**src/include/pcr_map.svh**
```systemverilog
`ifndef PCR_MAP_SVH
`define PCR_MAP_SVH

// register offsets
`define PCR_ADDR_BOOT 8'h29
`define PCR_ADDR_POLARITY 8'h2A
`define PCR_ADDR_SEQ 8'h2B
`define PCR_ADDR_WDT 8'h2C
`define PCR_ADDR_KEY 8'h2D
`define PCR_ADDR_SHORT 8'h2E
`define PCR_ADDR_BC_ALL 8'h31
`define PCR_ADDR_BC_REF 8'h32
`define PCR_ADDR_BC_PROV 8'h33

// reset values and writable bits
`define PCR_POL_RESET 8'hE0
`define PCR_POL_WMASK 8'hE1
`define PCR_SEQ_RESET 8'h00
`define PCR_SEQ_WMASK 8'h03
`define PCR_WDT_RESET 8'h20
`define PCR_WDT_WMASK 8'h7F
`define PCR_WDT_MIN 7'h01
`define PCR_KEY_RESET 8'h40
`define PCR_KEY_WMASK 8'h5F
`define PCR_ZERO8 8'h00

// field positions
`define PCR_BIT_BOOT_PAIR 0
`define PCR_BIT_REQ3_POL 7
`define PCR_BIT_REQ2_POL 6
`define PCR_BIT_REQ1_EDGE 5
`define PCR_BIT_REQ3_LEVEL 0
`define PCR_BIT_CMP_MASK 0
`define PCR_BIT_KEY_FLAG 7
`define PCR_BIT_LONG_SEL 6
`define PCR_KPD_MSB 4
`define PCR_WDT_MSB 6
`define PCR_CMD_MSB 1
`define PCR_BIT_SHORT7 2
`define PCR_BIT_SHORT5 1
`define PCR_BIT_SHORTO 0

// timing
`define PCR_CLK_PERIOD_NS 25
`define PCR_MS_NS 1000000
`define PCR_MS_PER_S 1000
`define PCR_KEY_STEP_MS 14'h0032
`define PCR_LONG_SHORT_MS 14'h0FA0
`define PCR_LONG_LONG_MS 14'h1F40
`define PCR_VLOW_STEP_MS 14'h0028
`define PCR_VLOW_BASE_MS 14'h0019
`define PCR_TIMER_W 14

// resources: 0-1 reference, 2-18 providers, 19-26 clocks and resets
`define PCR_NRES 27
`define PCR_REF_MASK 27'h0000003
`define PCR_PROV_MASK 27'h007FFFC

`endif

```
**src/include/pcr_pkg.sv**
```systemverilog
package pcr_pkg;

    // applied resource state
    typedef enum logic [1:0] {
        PCR_RES_OFF = 2'b00,
        PCR_RES_ON = 2'b01,
        PCR_RES_SLEEP = 2'b11
    } pcr_res_state_t;

    // watchdog sequencing
    typedef enum logic [1:0] {
        PCR_WD_HOLD = 2'b00,
        PCR_WD_RUN = 2'b01,
        PCR_WD_OFF = 2'b10
    } pcr_wd_state_t;

    // two-bit state command; 10 is a second spelling of off
    function automatic pcr_res_state_t pcr_decode(input logic [1:0] cmd);
        pcr_res_state_t s;
        s = PCR_RES_OFF;
        unique case (cmd)
            2'b01: s = PCR_RES_ON;
            2'b11: s = PCR_RES_SLEEP;
            2'b00, 2'b10: s = PCR_RES_OFF;
        endcase
        return s;
    endfunction

endpackage

```
**src/rtl/pcr_tick_gen.sv**
```systemverilog
`timescale 1ns/1ps
module pcr_tick_gen #(
    parameter int MS_CYCLES = 40000,
    parameter int MS_PER_S = 1000
) (
    // clock and reset
    input wire logic clk_i,
    input wire logic rst_n_i,
    // enables
    output logic ms_tick_o,
    output logic sec_tick_o
);
    localparam int CW = $clog2(MS_CYCLES);
    localparam int SW = $clog2(MS_PER_S);

    logic [CW-1:0] cyc;
    logic [SW-1:0] ms;
    wire cyc_wrap = (cyc == CW'(MS_CYCLES - 1));
    wire ms_wrap = (ms == SW'(MS_PER_S - 1));

    // free-running dividers stand in for the always-on slow clock
    always_ff @(posedge clk_i or negedge rst_n_i) begin
        if (!rst_n_i) begin
            cyc <= '0;
            ms <= '0;
            ms_tick_o <= 1'b0;
            sec_tick_o <= 1'b0;
        end else begin
            cyc <= cyc_wrap ? '0 : cyc + CW'(1);
            ms_tick_o <= cyc_wrap;
            sec_tick_o <= cyc_wrap && ms_wrap;
            if (cyc_wrap) begin
                ms <= ms_wrap ? '0 : ms + SW'(1);
            end
        end
    end
endmodule

```
**src/rtl/pcr_hold_timer.sv**
```systemverilog
`timescale 1ns/1ps
module pcr_hold_timer #(
    parameter int CW = 14
) (
    // clock and reset
    input wire logic clk_i,
    input wire logic rst_n_i,
    // control
    input wire logic tick_i,
    input wire logic active_i,
    input wire logic [CW-1:0] limit_i,
    // result
    output logic fire_o
);
    logic [CW-1:0] count;
    wire reach = tick_i && (count == limit_i - CW'(1));

    // counts ms while the condition holds; fires once per hold
    always_ff @(posedge clk_i or negedge rst_n_i) begin
        if (!rst_n_i) begin
            count <= '0;
            fire_o <= 1'b0;
        end else begin
            fire_o <= active_i && reach;
            if (!active_i) begin
                count <= '0;
            end else if (tick_i && count < limit_i) begin
                count <= count + CW'(1);
            end
        end
    end
endmodule

```
**src/rtl/pcr_regs.sv**
```systemverilog
// What this block does
// cut power after the low-supply delay, accurate to ten milliseconds.
// boot status loads only on the no-supply to wait-on move.
// boot bit 0 shows threshold pair: 0 high values, 1 low values.
// request 3 and 2 resources active when input equals polarity bit.
// request 1 wakes on falling edge if bit 5 is 0, else rising.
// host sets polarity bits before unmasking request events.
// comparator mask 0 needs high threshold; 1 starts above low threshold.
// seven-bit watchdog timeout in seconds, 1 to 127, reset 32.
// writing zero to the watchdog field stores one.
// watchdog held at timeout during reset output low, counts after release.
// watchdog expiry starts the switch-off transition.
// host rewrites the watchdog register periodically before expiry.
// one-time-programmed bit disables the watchdog entirely.
// button held low past duration sets bit 7; read clears it.
// long-hold select bit: 0 four seconds, 1 eight seconds, resets 1.
// duration field in 50 ms steps, codes 0 and 1 both 50 ms.
// short flags per regulator group, any write clears them.
// broadcast command: 00 off, 01 on, 10 off, 11 sleep.
// broadcast-all reaches only resources whose group membership selects them.
// resources take group or own commands; readback shows applied command.
// reference broadcast reaches only bias and clock-supply resources.
// provider broadcast reaches only regulators and external enables.
// second and millisecond ticks come from the slow always-on timebase; here dividers of REF_CLK_I stand in for it.
`timescale 1ns/1ps
`include "pcr_map.svh"
module pcr_regs
    import pcr_pkg::*;
#(
    parameter int MS_CYCLES = `PCR_MS_NS / `PCR_CLK_PERIOD_NS,
    parameter int MS_PER_S = `PCR_MS_PER_S,
    parameter int NRES = `PCR_NRES,
    parameter logic [NRES-1:0] REF_MASK = `PCR_REF_MASK,
    parameter logic [NRES-1:0] PROV_MASK = `PCR_PROV_MASK
) (
    // clock and reset
    input wire logic REF_CLK_I,
    input wire logic RST_N_I,
    // register port
    input wire logic [7:0] REG_ADDR_I,
    input wire logic REG_WR_I,
    input wire logic REG_RD_I,
    input wire logic [7:0] REG_WDATA_I,
    output logic [7:0] REG_RDATA_O,
    // boot straps
    input wire logic BOOT_LOAD_I,
    input wire logic [2:0] BOOT_STRAP_I,
    // power requests
    input wire logic POWER_REQUEST_IN1_I,
    input wire logic POWER_REQUEST_IN2_I,
    input wire logic POWER_REQUEST_IN3_I,
    output logic REQUEST1_WAKE_O,
    output logic REQUEST2_ACTIVE_O,
    output logic REQUEST3_ACTIVE_O,
    output logic REQUEST3_LEVEL_SELECT_O,
    // start comparators
    input wire logic VSYS_ABOVE_HIGH_I,
    input wire logic VSYS_ABOVE_LOW_I,
    output logic START_ALLOWED_O,
    // watchdog
    input wire logic POWER_ON_RESET_OUT_N_I,
    input wire logic WATCHDOG_DISABLE_I,
    output logic SWITCH_OFF_TRANSITION_O,
    // power button
    input wire logic POWER_BUTTON_IN_I,
    output logic LONG_HOLD_O,
    // low supply
    input wire logic VSYS_LOW_I,
    input wire logic [5:0] VSYS_LOW_DELAY_I,
    output logic POWER_CUT_O,
    // regulator shorts
    input wire logic SHORT_REG_SEVEN_I,
    input wire logic SHORT_REG_FIVE_I,
    input wire logic SHORT_OTHER_I,
    // resources
    input wire logic [NRES-1:0] GROUP_MEMBER_I,
    input wire logic [NRES-1:0] RES_OWN_WR_I,
    input wire logic [1:0] RES_OWN_CMD_I,
    output logic [2*NRES-1:0] RES_STATE_O
);
    localparam int TW = `PCR_TIMER_W;

    ////////////////////////////////////////////////////////////////////////
    // decode
    logic [2:0] boot_status;
    logic [7:0] pol_cfg, seq_cfg, wdt_cfg, key_cfg;
    logic key_flag, req1_prev;
    logic [2:0] short_flags;
    logic ms_tick, sec_tick, key_fire, long_fire, vlow_fire;
    pcr_wd_state_t wd_state, next_wd_state;
    logic [6:0] wd_count;

    // register strobes
    wire rd_boot = REG_RD_I && REG_ADDR_I == `PCR_ADDR_BOOT;
    wire rd_key = REG_RD_I && REG_ADDR_I == `PCR_ADDR_KEY;
    wire wr_pol = REG_WR_I && REG_ADDR_I == `PCR_ADDR_POLARITY;
    wire wr_seq = REG_WR_I && REG_ADDR_I == `PCR_ADDR_SEQ;
    wire wr_wdt = REG_WR_I && REG_ADDR_I == `PCR_ADDR_WDT;
    wire wr_key = REG_WR_I && REG_ADDR_I == `PCR_ADDR_KEY;
    wire wr_short = REG_WR_I && REG_ADDR_I == `PCR_ADDR_SHORT;
    wire wr_all = REG_WR_I && REG_ADDR_I == `PCR_ADDR_BC_ALL;
    wire wr_ref = REG_WR_I && REG_ADDR_I == `PCR_ADDR_BC_REF;
    wire wr_prov = REG_WR_I && REG_ADDR_I == `PCR_ADDR_BC_PROV;

    // zero is not a legal timeout, so it is stored as one
    wire [6:0] wdt_wr_val = REG_WDATA_I[`PCR_WDT_MSB:0];
    wire [6:0] wdt_new = (wdt_wr_val == 7'h00) ? `PCR_WDT_MIN : wdt_wr_val;
    wire [6:0] wdt_field = wdt_cfg[`PCR_WDT_MSB:0];

    // readback; write-only and unmapped offsets read zero
    wire [7:0] rd_data =
        (REG_ADDR_I == `PCR_ADDR_BOOT) ? {5'h00, boot_status} :
        (REG_ADDR_I == `PCR_ADDR_POLARITY) ? pol_cfg :
        (REG_ADDR_I == `PCR_ADDR_SEQ) ? seq_cfg :
        (REG_ADDR_I == `PCR_ADDR_WDT) ? wdt_cfg :
        (REG_ADDR_I == `PCR_ADDR_KEY) ? {key_flag, key_cfg[6:0]} :
        (REG_ADDR_I == `PCR_ADDR_SHORT) ? {5'h00, short_flags} : `PCR_ZERO8;

    // timer limits in milliseconds
    wire [4:0] kpd_code = key_cfg[`PCR_KPD_MSB:0];
    wire [4:0] kpd_eff = (kpd_code == 5'h00) ? 5'h01 : kpd_code;
    wire [TW-1:0] key_limit = TW'(kpd_eff) * `PCR_KEY_STEP_MS;
    wire [TW-1:0] long_limit = key_cfg[`PCR_BIT_LONG_SEL] ? `PCR_LONG_LONG_MS : `PCR_LONG_SHORT_MS;
    // centre of the 20..30 ms window keeps the cut within 10 ms
    wire [TW-1:0] vlow_limit = TW'(VSYS_LOW_DELAY_I) * `PCR_VLOW_STEP_MS + `PCR_VLOW_BASE_MS;

    // request and start conditions
    wire req1_edge = pol_cfg[`PCR_BIT_REQ1_EDGE];
    wire req1_wake = req1_edge ? (POWER_REQUEST_IN1_I && !req1_prev)
                               : (!POWER_REQUEST_IN1_I && req1_prev);
    wire high_ok = seq_cfg[`PCR_BIT_CMP_MASK] || VSYS_ABOVE_HIGH_I;
    wire bcast_hit_any = wr_all || wr_ref || wr_prov;
    pcr_res_state_t bcast_state;
    assign bcast_state = pcr_decode(REG_WDATA_I[`PCR_CMD_MSB:0]);

    ////////////////////////////////////////////////////////////////////////
    // timebase and hold timers
    pcr_tick_gen #(.MS_CYCLES(MS_CYCLES), .MS_PER_S(MS_PER_S)) u_tick (
        .clk_i(REF_CLK_I), .rst_n_i(RST_N_I), .ms_tick_o(ms_tick), .sec_tick_o(sec_tick));
    pcr_hold_timer #(.CW(TW)) u_key (
        .clk_i(REF_CLK_I), .rst_n_i(RST_N_I), .tick_i(ms_tick),
        .active_i(!POWER_BUTTON_IN_I), .limit_i(key_limit), .fire_o(key_fire));
    pcr_hold_timer #(.CW(TW)) u_long (
        .clk_i(REF_CLK_I), .rst_n_i(RST_N_I), .tick_i(ms_tick),
        .active_i(!POWER_BUTTON_IN_I), .limit_i(long_limit), .fire_o(long_fire));
    pcr_hold_timer #(.CW(TW)) u_vlow (
        .clk_i(REF_CLK_I), .rst_n_i(RST_N_I), .tick_i(ms_tick),
        .active_i(VSYS_LOW_I), .limit_i(vlow_limit), .fire_o(vlow_fire));

    ////////////////////////////////////////////////////////////////////////
    // configuration registers
    always_ff @(posedge REF_CLK_I or negedge RST_N_I) begin
        if (!RST_N_I) begin
            boot_status <= 3'h0;
            pol_cfg <= `PCR_POL_RESET;
            seq_cfg <= `PCR_SEQ_RESET;
            wdt_cfg <= `PCR_WDT_RESET;
            key_cfg <= `PCR_KEY_RESET;
        end else begin
            if (BOOT_LOAD_I) begin
                boot_status <= BOOT_STRAP_I;
            end
            if (wr_pol) begin
                pol_cfg <= REG_WDATA_I & `PCR_POL_WMASK;
            end
            if (wr_seq) begin
                seq_cfg <= REG_WDATA_I & `PCR_SEQ_WMASK;
            end
            if (wr_wdt) begin
                wdt_cfg <= {1'b0, wdt_new};
            end
            if (wr_key) begin
                key_cfg <= REG_WDATA_I & `PCR_KEY_WMASK;
            end
        end
    end

    // sticky flags: a new event wins over the clearing access
    always_ff @(posedge REF_CLK_I or negedge RST_N_I) begin
        if (!RST_N_I) begin
            key_flag <= 1'b0;
            short_flags <= 3'h0;
        end else begin
            key_flag <= key_fire || (key_flag && !rd_key);
            short_flags <= {SHORT_REG_SEVEN_I, SHORT_REG_FIVE_I, SHORT_OTHER_I}
                         | (wr_short ? 3'h0 : short_flags);
        end
    end

    // read data and registered event outputs
    always_ff @(posedge REF_CLK_I or negedge RST_N_I) begin
        if (!RST_N_I) begin
            REG_RDATA_O <= `PCR_ZERO8;
            req1_prev <= 1'b0;
            REQUEST1_WAKE_O <= 1'b0;
            REQUEST2_ACTIVE_O <= 1'b0;
            REQUEST3_ACTIVE_O <= 1'b0;
            REQUEST3_LEVEL_SELECT_O <= 1'b0;
            START_ALLOWED_O <= 1'b0;
            LONG_HOLD_O <= 1'b0;
            POWER_CUT_O <= 1'b0;
        end else begin
            if (REG_RD_I) begin
                REG_RDATA_O <= rd_data;
            end
            req1_prev <= POWER_REQUEST_IN1_I;
            REQUEST1_WAKE_O <= req1_wake;
            REQUEST2_ACTIVE_O <= POWER_REQUEST_IN2_I == pol_cfg[`PCR_BIT_REQ2_POL];
            REQUEST3_ACTIVE_O <= POWER_REQUEST_IN3_I == pol_cfg[`PCR_BIT_REQ3_POL];
            REQUEST3_LEVEL_SELECT_O <= pol_cfg[`PCR_BIT_REQ3_LEVEL];
            START_ALLOWED_O <= high_ok && VSYS_ABOVE_LOW_I;
            LONG_HOLD_O <= long_fire;
            POWER_CUT_O <= vlow_fire;
        end
    end

    ////////////////////////////////////////////////////////////////////////
    // primary watchdog
    wire wd_expire = (wd_state == PCR_WD_RUN) && sec_tick && (wd_count == 7'h01);

    always_comb begin
        next_wd_state = wd_state;
        unique case (wd_state)
            PCR_WD_HOLD: next_wd_state = POWER_ON_RESET_OUT_N_I ? PCR_WD_RUN : PCR_WD_HOLD;
            PCR_WD_RUN: next_wd_state = POWER_ON_RESET_OUT_N_I ? PCR_WD_RUN : PCR_WD_HOLD;
            PCR_WD_OFF: next_wd_state = PCR_WD_OFF;
            default: next_wd_state = PCR_WD_HOLD;
        endcase
        if (WATCHDOG_DISABLE_I) begin
            next_wd_state = PCR_WD_OFF;
        end else if (wd_state == PCR_WD_OFF) begin
            next_wd_state = PCR_WD_HOLD;
        end
    end

    // second ticks are free-running, so a timeout is short by up to one second
    always_ff @(posedge REF_CLK_I or negedge RST_N_I) begin
        if (!RST_N_I) begin
            wd_state <= PCR_WD_HOLD;
            wd_count <= 7'(`PCR_WDT_RESET);
            SWITCH_OFF_TRANSITION_O <= 1'b0;
        end else begin
            wd_state <= next_wd_state;
            SWITCH_OFF_TRANSITION_O <= wd_expire && !WATCHDOG_DISABLE_I;
            if (wd_state != PCR_WD_RUN || wd_expire) begin
                wd_count <= wdt_field;
            end else if (wr_wdt) begin
                wd_count <= wdt_new;
            end else if (sec_tick) begin
                wd_count <= wd_count - 7'h01;
            end
        end
    end

    ////////////////////////////////////////////////////////////////////////
    // resource state, one entry per resource
    pcr_res_state_t res_state [NRES];

    for (genvar g = 0; g < NRES; g++) begin : g_res
        wire hit = (wr_all && GROUP_MEMBER_I[g])
                || (wr_ref && REF_MASK[g])
                || (wr_prov && PROV_MASK[g]);
        // own command wins over a broadcast in the same cycle
        always_ff @(posedge REF_CLK_I or negedge RST_N_I) begin
            if (!RST_N_I) begin
                res_state[g] <= PCR_RES_OFF;
            end else if (RES_OWN_WR_I[g]) begin
                res_state[g] <= pcr_decode(RES_OWN_CMD_I);
            end else if (hit) begin
                res_state[g] <= bcast_state;
            end
        end
        assign RES_STATE_O[2*g +: 2] = res_state[g];
    end
endmodule

```
**config.mk**
```make
export PLATFORM = sky130hd
export DESIGN_NAME = pcr_regs
export DESIGN_NICKNAME = d
export VERILOG_FILES = /design/src/include/pcr_pkg.sv /design/src/rtl/pcr_tick_gen.sv /design/src/rtl/pcr_hold_timer.sv /design/src/rtl/pcr_regs.sv
export VERILOG_INCLUDE_DIRS = /design/src /design/src/include
export SDC_FILE = /design/constraint.sdc
export NUM_CORES = 1
export LEC_CHECK = 0
export ABC_AREA = 1
export BUFFER_PORTS_ARGS = -buffer_cell sky130_fd_sc_hd__buf_4
export CAP_MARGIN = 20
export CORE_MARGIN = 1.5
export CORE_UTILIZATION = 35
export CTS_BUF_LIST = sky130_fd_sc_hd__clkbuf_2 sky130_fd_sc_hd__clkbuf_4 sky130_fd_sc_hd__clkbuf_8
export CTS_CLUSTER_SIZE = 12
export DETAILED_ROUTE_END_ITERATION = 7
export PLACE_DENSITY = 0.53
export SLEW_MARGIN = 20
export SYNTH_ARGS = -nofsm -noshare
export SYNTH_HDL_FRONTEND = slang
export SYNTH_SLANG_ARGS = --single-unit
```
**constraint.sdc**
```tcl
create_clock -name REF_CLK_I -period 5.2 [get_ports REF_CLK_I]
set_clock_uncertainty 0.15 [all_clocks]
set_input_delay 0.78 -clock REF_CLK_I [delete_from_list [all_inputs] [get_ports REF_CLK_I]]
set_output_delay 0.78 -clock REF_CLK_I [all_outputs]
set_load 0.05 [all_outputs]
```
==> impl_metrics.yaml <==
run_status:
  outcome: "finished with violations"
  violations: "DRC"
yosys:
  ys_seq_area_frac: 0.408
  yosysUniqueCellTypes: 47
  synth_cells: 1435
  yosysTopAreaCellShare: 0.394
  synth_area_mm2: 0.0110
  synth_seq_cells: 179
  syn_nets: 1590
  synth_edf_count: 0
  synth_top_cell_by_area: "dfrtp_1"
  synth_ff_type: "dfrtp_1"
  ys_warn_count: 0
  synth_area_leaders: "dfrtp_1 39%, nand2_1 10%, inv_1 6.4%, ha_1 6.3%, nand3_1 5.4%"
  avgSynthCellArea_um2: 7.67
  ys_async_sr_fraction: 1.00
clock_network:
  clk_pin_slew_ps: 90
  clkLatencyLatePin_ps: 490
  clock-sinks: 179
  clock_tree.root_cell: "clkbuf_8"
  clk_path_buf_depth: 2
  cts_tree: "yes"
  cts_resized: 0
  post-cts-setup-buffers: 0
  cts_buffers: 17
  htree_levels: 4
  postCtsHoldBufs: 0
worst_setup_path:
  crit_path_end_kind: "flip-flop"
  setup.worst_path.start_class: "flip-flop"
  rr_worst_depth: 20
  rr_endpoint: "u_key.count[11]$_DFFE_PN0P_"
  required_ps: 5420
  worst-path-max-fanout: 13
  r2r_start: "key_cfg[3]$_DFFE_PN0P_"
  path_class: "flip-flop to flip-flop"
  rrSetupSlack_ps: 860
  arrival_ps: 4560
final_layout:
  fillers: 3194
  final-seq-area_mm2: 0.00449
  drive_above_1_share: 0.158
  finalNetCount: 1742
  insertedDiodeCount: 0
  utilization: 0.422
  synthToLayoutAreaGrowth_pct: 18.0
  multiInputGateArea_mm2: 0.00558
sta:
  tightest_slew_ps: 938
  finalSetupViolations: 0
  timing.setup.tns_ps: 0
  fmax_ghz: 0.231
  fin_crit_ps: 4340
  slew_headroom: 0.373
  final_hold_viol_count: 0
  slew_violations: 0
  rsz0062_at_grt: "no"
  period_share: 0.834
global_route:
  grt_util_met3: 0.0311
  grt.busiest_layer: "met2"
  grt_pass1_wl_um: 50200
  gr-total-overflow: 0
  grt_max_degree: 94
  grt_util_met2: 0.314
  antenna_found_initial: 0
  grt_pass1_vias: 9843
  track_usage: 0.190
  use_met1: 0.251
die:
  fp.dieH_um: 180
  initial_core_util: 0.358
  coreArea_mm2: 0.0307
  row_count: 64
  die_w_um: 180
  die_area_mm2: 0.0325
  io_pins: 168
min_path:
  hold_end: "LONG_HOLD_O$_DFF_PN0_"
  hold_class: "flip-flop to flip-flop"
  min_from: "u_long.fire_o$_DFF_PN0_"
  whs_path_depth: 0
routing:
  drt_iter0_markers: 618
  viasPerCell: 4.97
  drtAntennaViolNets: 0
  vias: 9928
  drc_errors: 16
  avgRoutedWirePerCell_um: 14.8
  drt_pass1_iterations: 7
  wirelength_um: 29600
job:
  drv_cap: 0
place:
  io_buffers: 167
  dpl.hpwl_um: 21700
  gp_congestion: 0.809
power_and_ir_drop:
  power_leakage_nw: 6.51
  powerDensity_mw_per_mm2: 239
  ir_drop_mv: 0.148
[power breakdown]
group / internal [mW] / total (mW) / switching [mW]
Combinational: 0.223 / 0.668 / 0.445
Clock: 0.365 / 0.930 / 0.565
Sequential: 1.46 / 1.50 / 0.0399
Total: 2.04 / 3.09 / 1.05
[cells by family after synthesis]
logic type / Yosys count / share of synthesized area
buffers and inverters: 237 / 0.0847
DFF: 179 / 0.408
adders and majority gates: 57 / 0.0662
xor gates and xnor gates: 56 / 0.0446
and+or+nand+nor: 710 / 0.295
muxes: 2 / 0.00205
AOI/OAI and AO/OA: 193 / 0.0990
other: 1 / 0.000341
[area by class of cell]
class,count,area share
Inverter,199,0.0576
Clock inverter,12,0.00762
Sequential cell,179,0.346
Timing Repair Buffer,171,0.100
Multi-Input combinational cell,1019,0.430
Clock buffer,20,0.0203
Tap cell,396,0.0382
[per-stage QoR]
step | hold WS, ps | instances | worst slack (ps) | power, mW | area [um2]
after floorplan | 181 | 1435 | 1420 | 1.94 | 11000
after global placement | 192 | 1964 | 983 | 2.19 | 12600
after detailed placement | 190 | 1964 | 850 | 2.20 | 12600
after CTS | 215 | 1996 | 832 | 3.15 | 13000
after global routing | 224 | 1996 | 442 | 3.27 | 13000
final | 210 | 1996 | 863 | 3.09 | 13000
[cell usage in the layout (no fill, tap or decap), types with 5 or more instances in the layout]
cell type  count
nand2_1      303
nand3_1      118
nor4_1         6
clkbuf_8      19
xnor2_1       14
dfrtp_1      173
inv_1        188
a21oi_1       73
buf_4        169
o21ai_0       52
nand2_2        5
o211ai_1      11
o221ai_1       8
nor3_1        30
nand3b_1       6
a31oi_1       21
o21ai_1        9
dfstp_2        6
nor2_1       147
inv_2          9
xor2_1        42
o22ai_1        8
ha_1          55
nand3_2       13
nand4_1       64
[sequential cells by signal, summed over array words and instances (netlist names), 6 cells and up]
register / flops
RES_STATE_O: 54
u_tick.cyc: 16
u_key.count: 14
u_long.count: 14
u_vlow.count: 14
u_tick.ms: 10
REG_RDATA_O: 8
wd_count: 7
wdt_cfg: 7
key_cfg: 6
[critical path, cell delays in order (launching register included)]
cell and delay [ps]:
dfrtp_1 420, inv_1 130, ha_1 160, inv_1 40
nor2_1 80, nand2_1 130, nand2_1 140, inv_1 70
ha_1 310, ha_1 280, ha_1 240, fa_1 460
xnor2_1 350, ha_1 310, a21o_1 150, nand3_1 80
nand3_2 80, nand2_2 210, nand2_2 230, nand3_1 130
nand2_1 60
[metal layers]
| layer | vias up | routed length [um] |
|---|---|---|
| li1 | 5062 | - |
| met5 | - | 0 |
| met1 | 4636 | 13800 |
| met3 | 39 | 1090 |
| met2 | 191 | 13900 |
| met4 | 0 | 833 |
[how the worst max path moves through the flow]
stage / from / to / depth (start not counted)
final: key_cfg[3]$_DFFE_PN0P_ / u_key.count[11]$_DFFE_PN0P_ / 20
after global routing: key_cfg[3]$_DFFE_PN0P_ / u_key.count[10]$_DFFE_PN0P_ / 20
after CTS: key_cfg[3]$_DFFE_PN0P_ / u_key.count[11]$_DFFE_PN0P_ / 20
after detailed placement: key_cfg[3]$_DFFE_PN0P_ / u_key.count[11]$_DFFE_PN0P_ / 20
after global placement: key_cfg[3]$_DFFE_PN0P_ / u_key.count[5]$_DFFE_PN0P_ / 20
after floorplan: key_cfg[3]$_DFFE_PN0P_ / u_key.count[4]$_DFFE_PN0P_ / 21
[cells in the mapped netlist, types with 3 or more instances]
| library cell | number |
|---|---|
| nand2_1 | 303 |
| o21ai_0 | 52 |
| xor2_1 | 42 |
| nor3b_1 | 3 |
| inv_1 | 188 |
| inv_2 | 9 |
| nand4_1 | 64 |
| a21oi_1 | 73 |
| o211ai_1 | 11 |
| nand3_2 | 13 |
| buf_2 | 10 |
| or2_2 | 4 |
| o221ai_1 | 8 |
| dfstp_2 | 6 |
| o22ai_1 | 8 |
| xnor2_1 | 14 |
| a31oi_1 | 21 |
| ha_1 | 55 |
| nand2_2 | 5 |
| nor2_4 | 3 |
| clkbuf_1 | 21 |
| nand3b_1 | 6 |
| nor4_1 | 6 |
| buf_4 | 5 |
| nand3_1 | 118 |
| o21ai_1 | 9 |
| dfrtp_1 | 173 |
| nor3_1 | 30 |
| nor2_1 | 147 |
| o21bai_1 | 3 |
(Power assumes the default switching activity.)
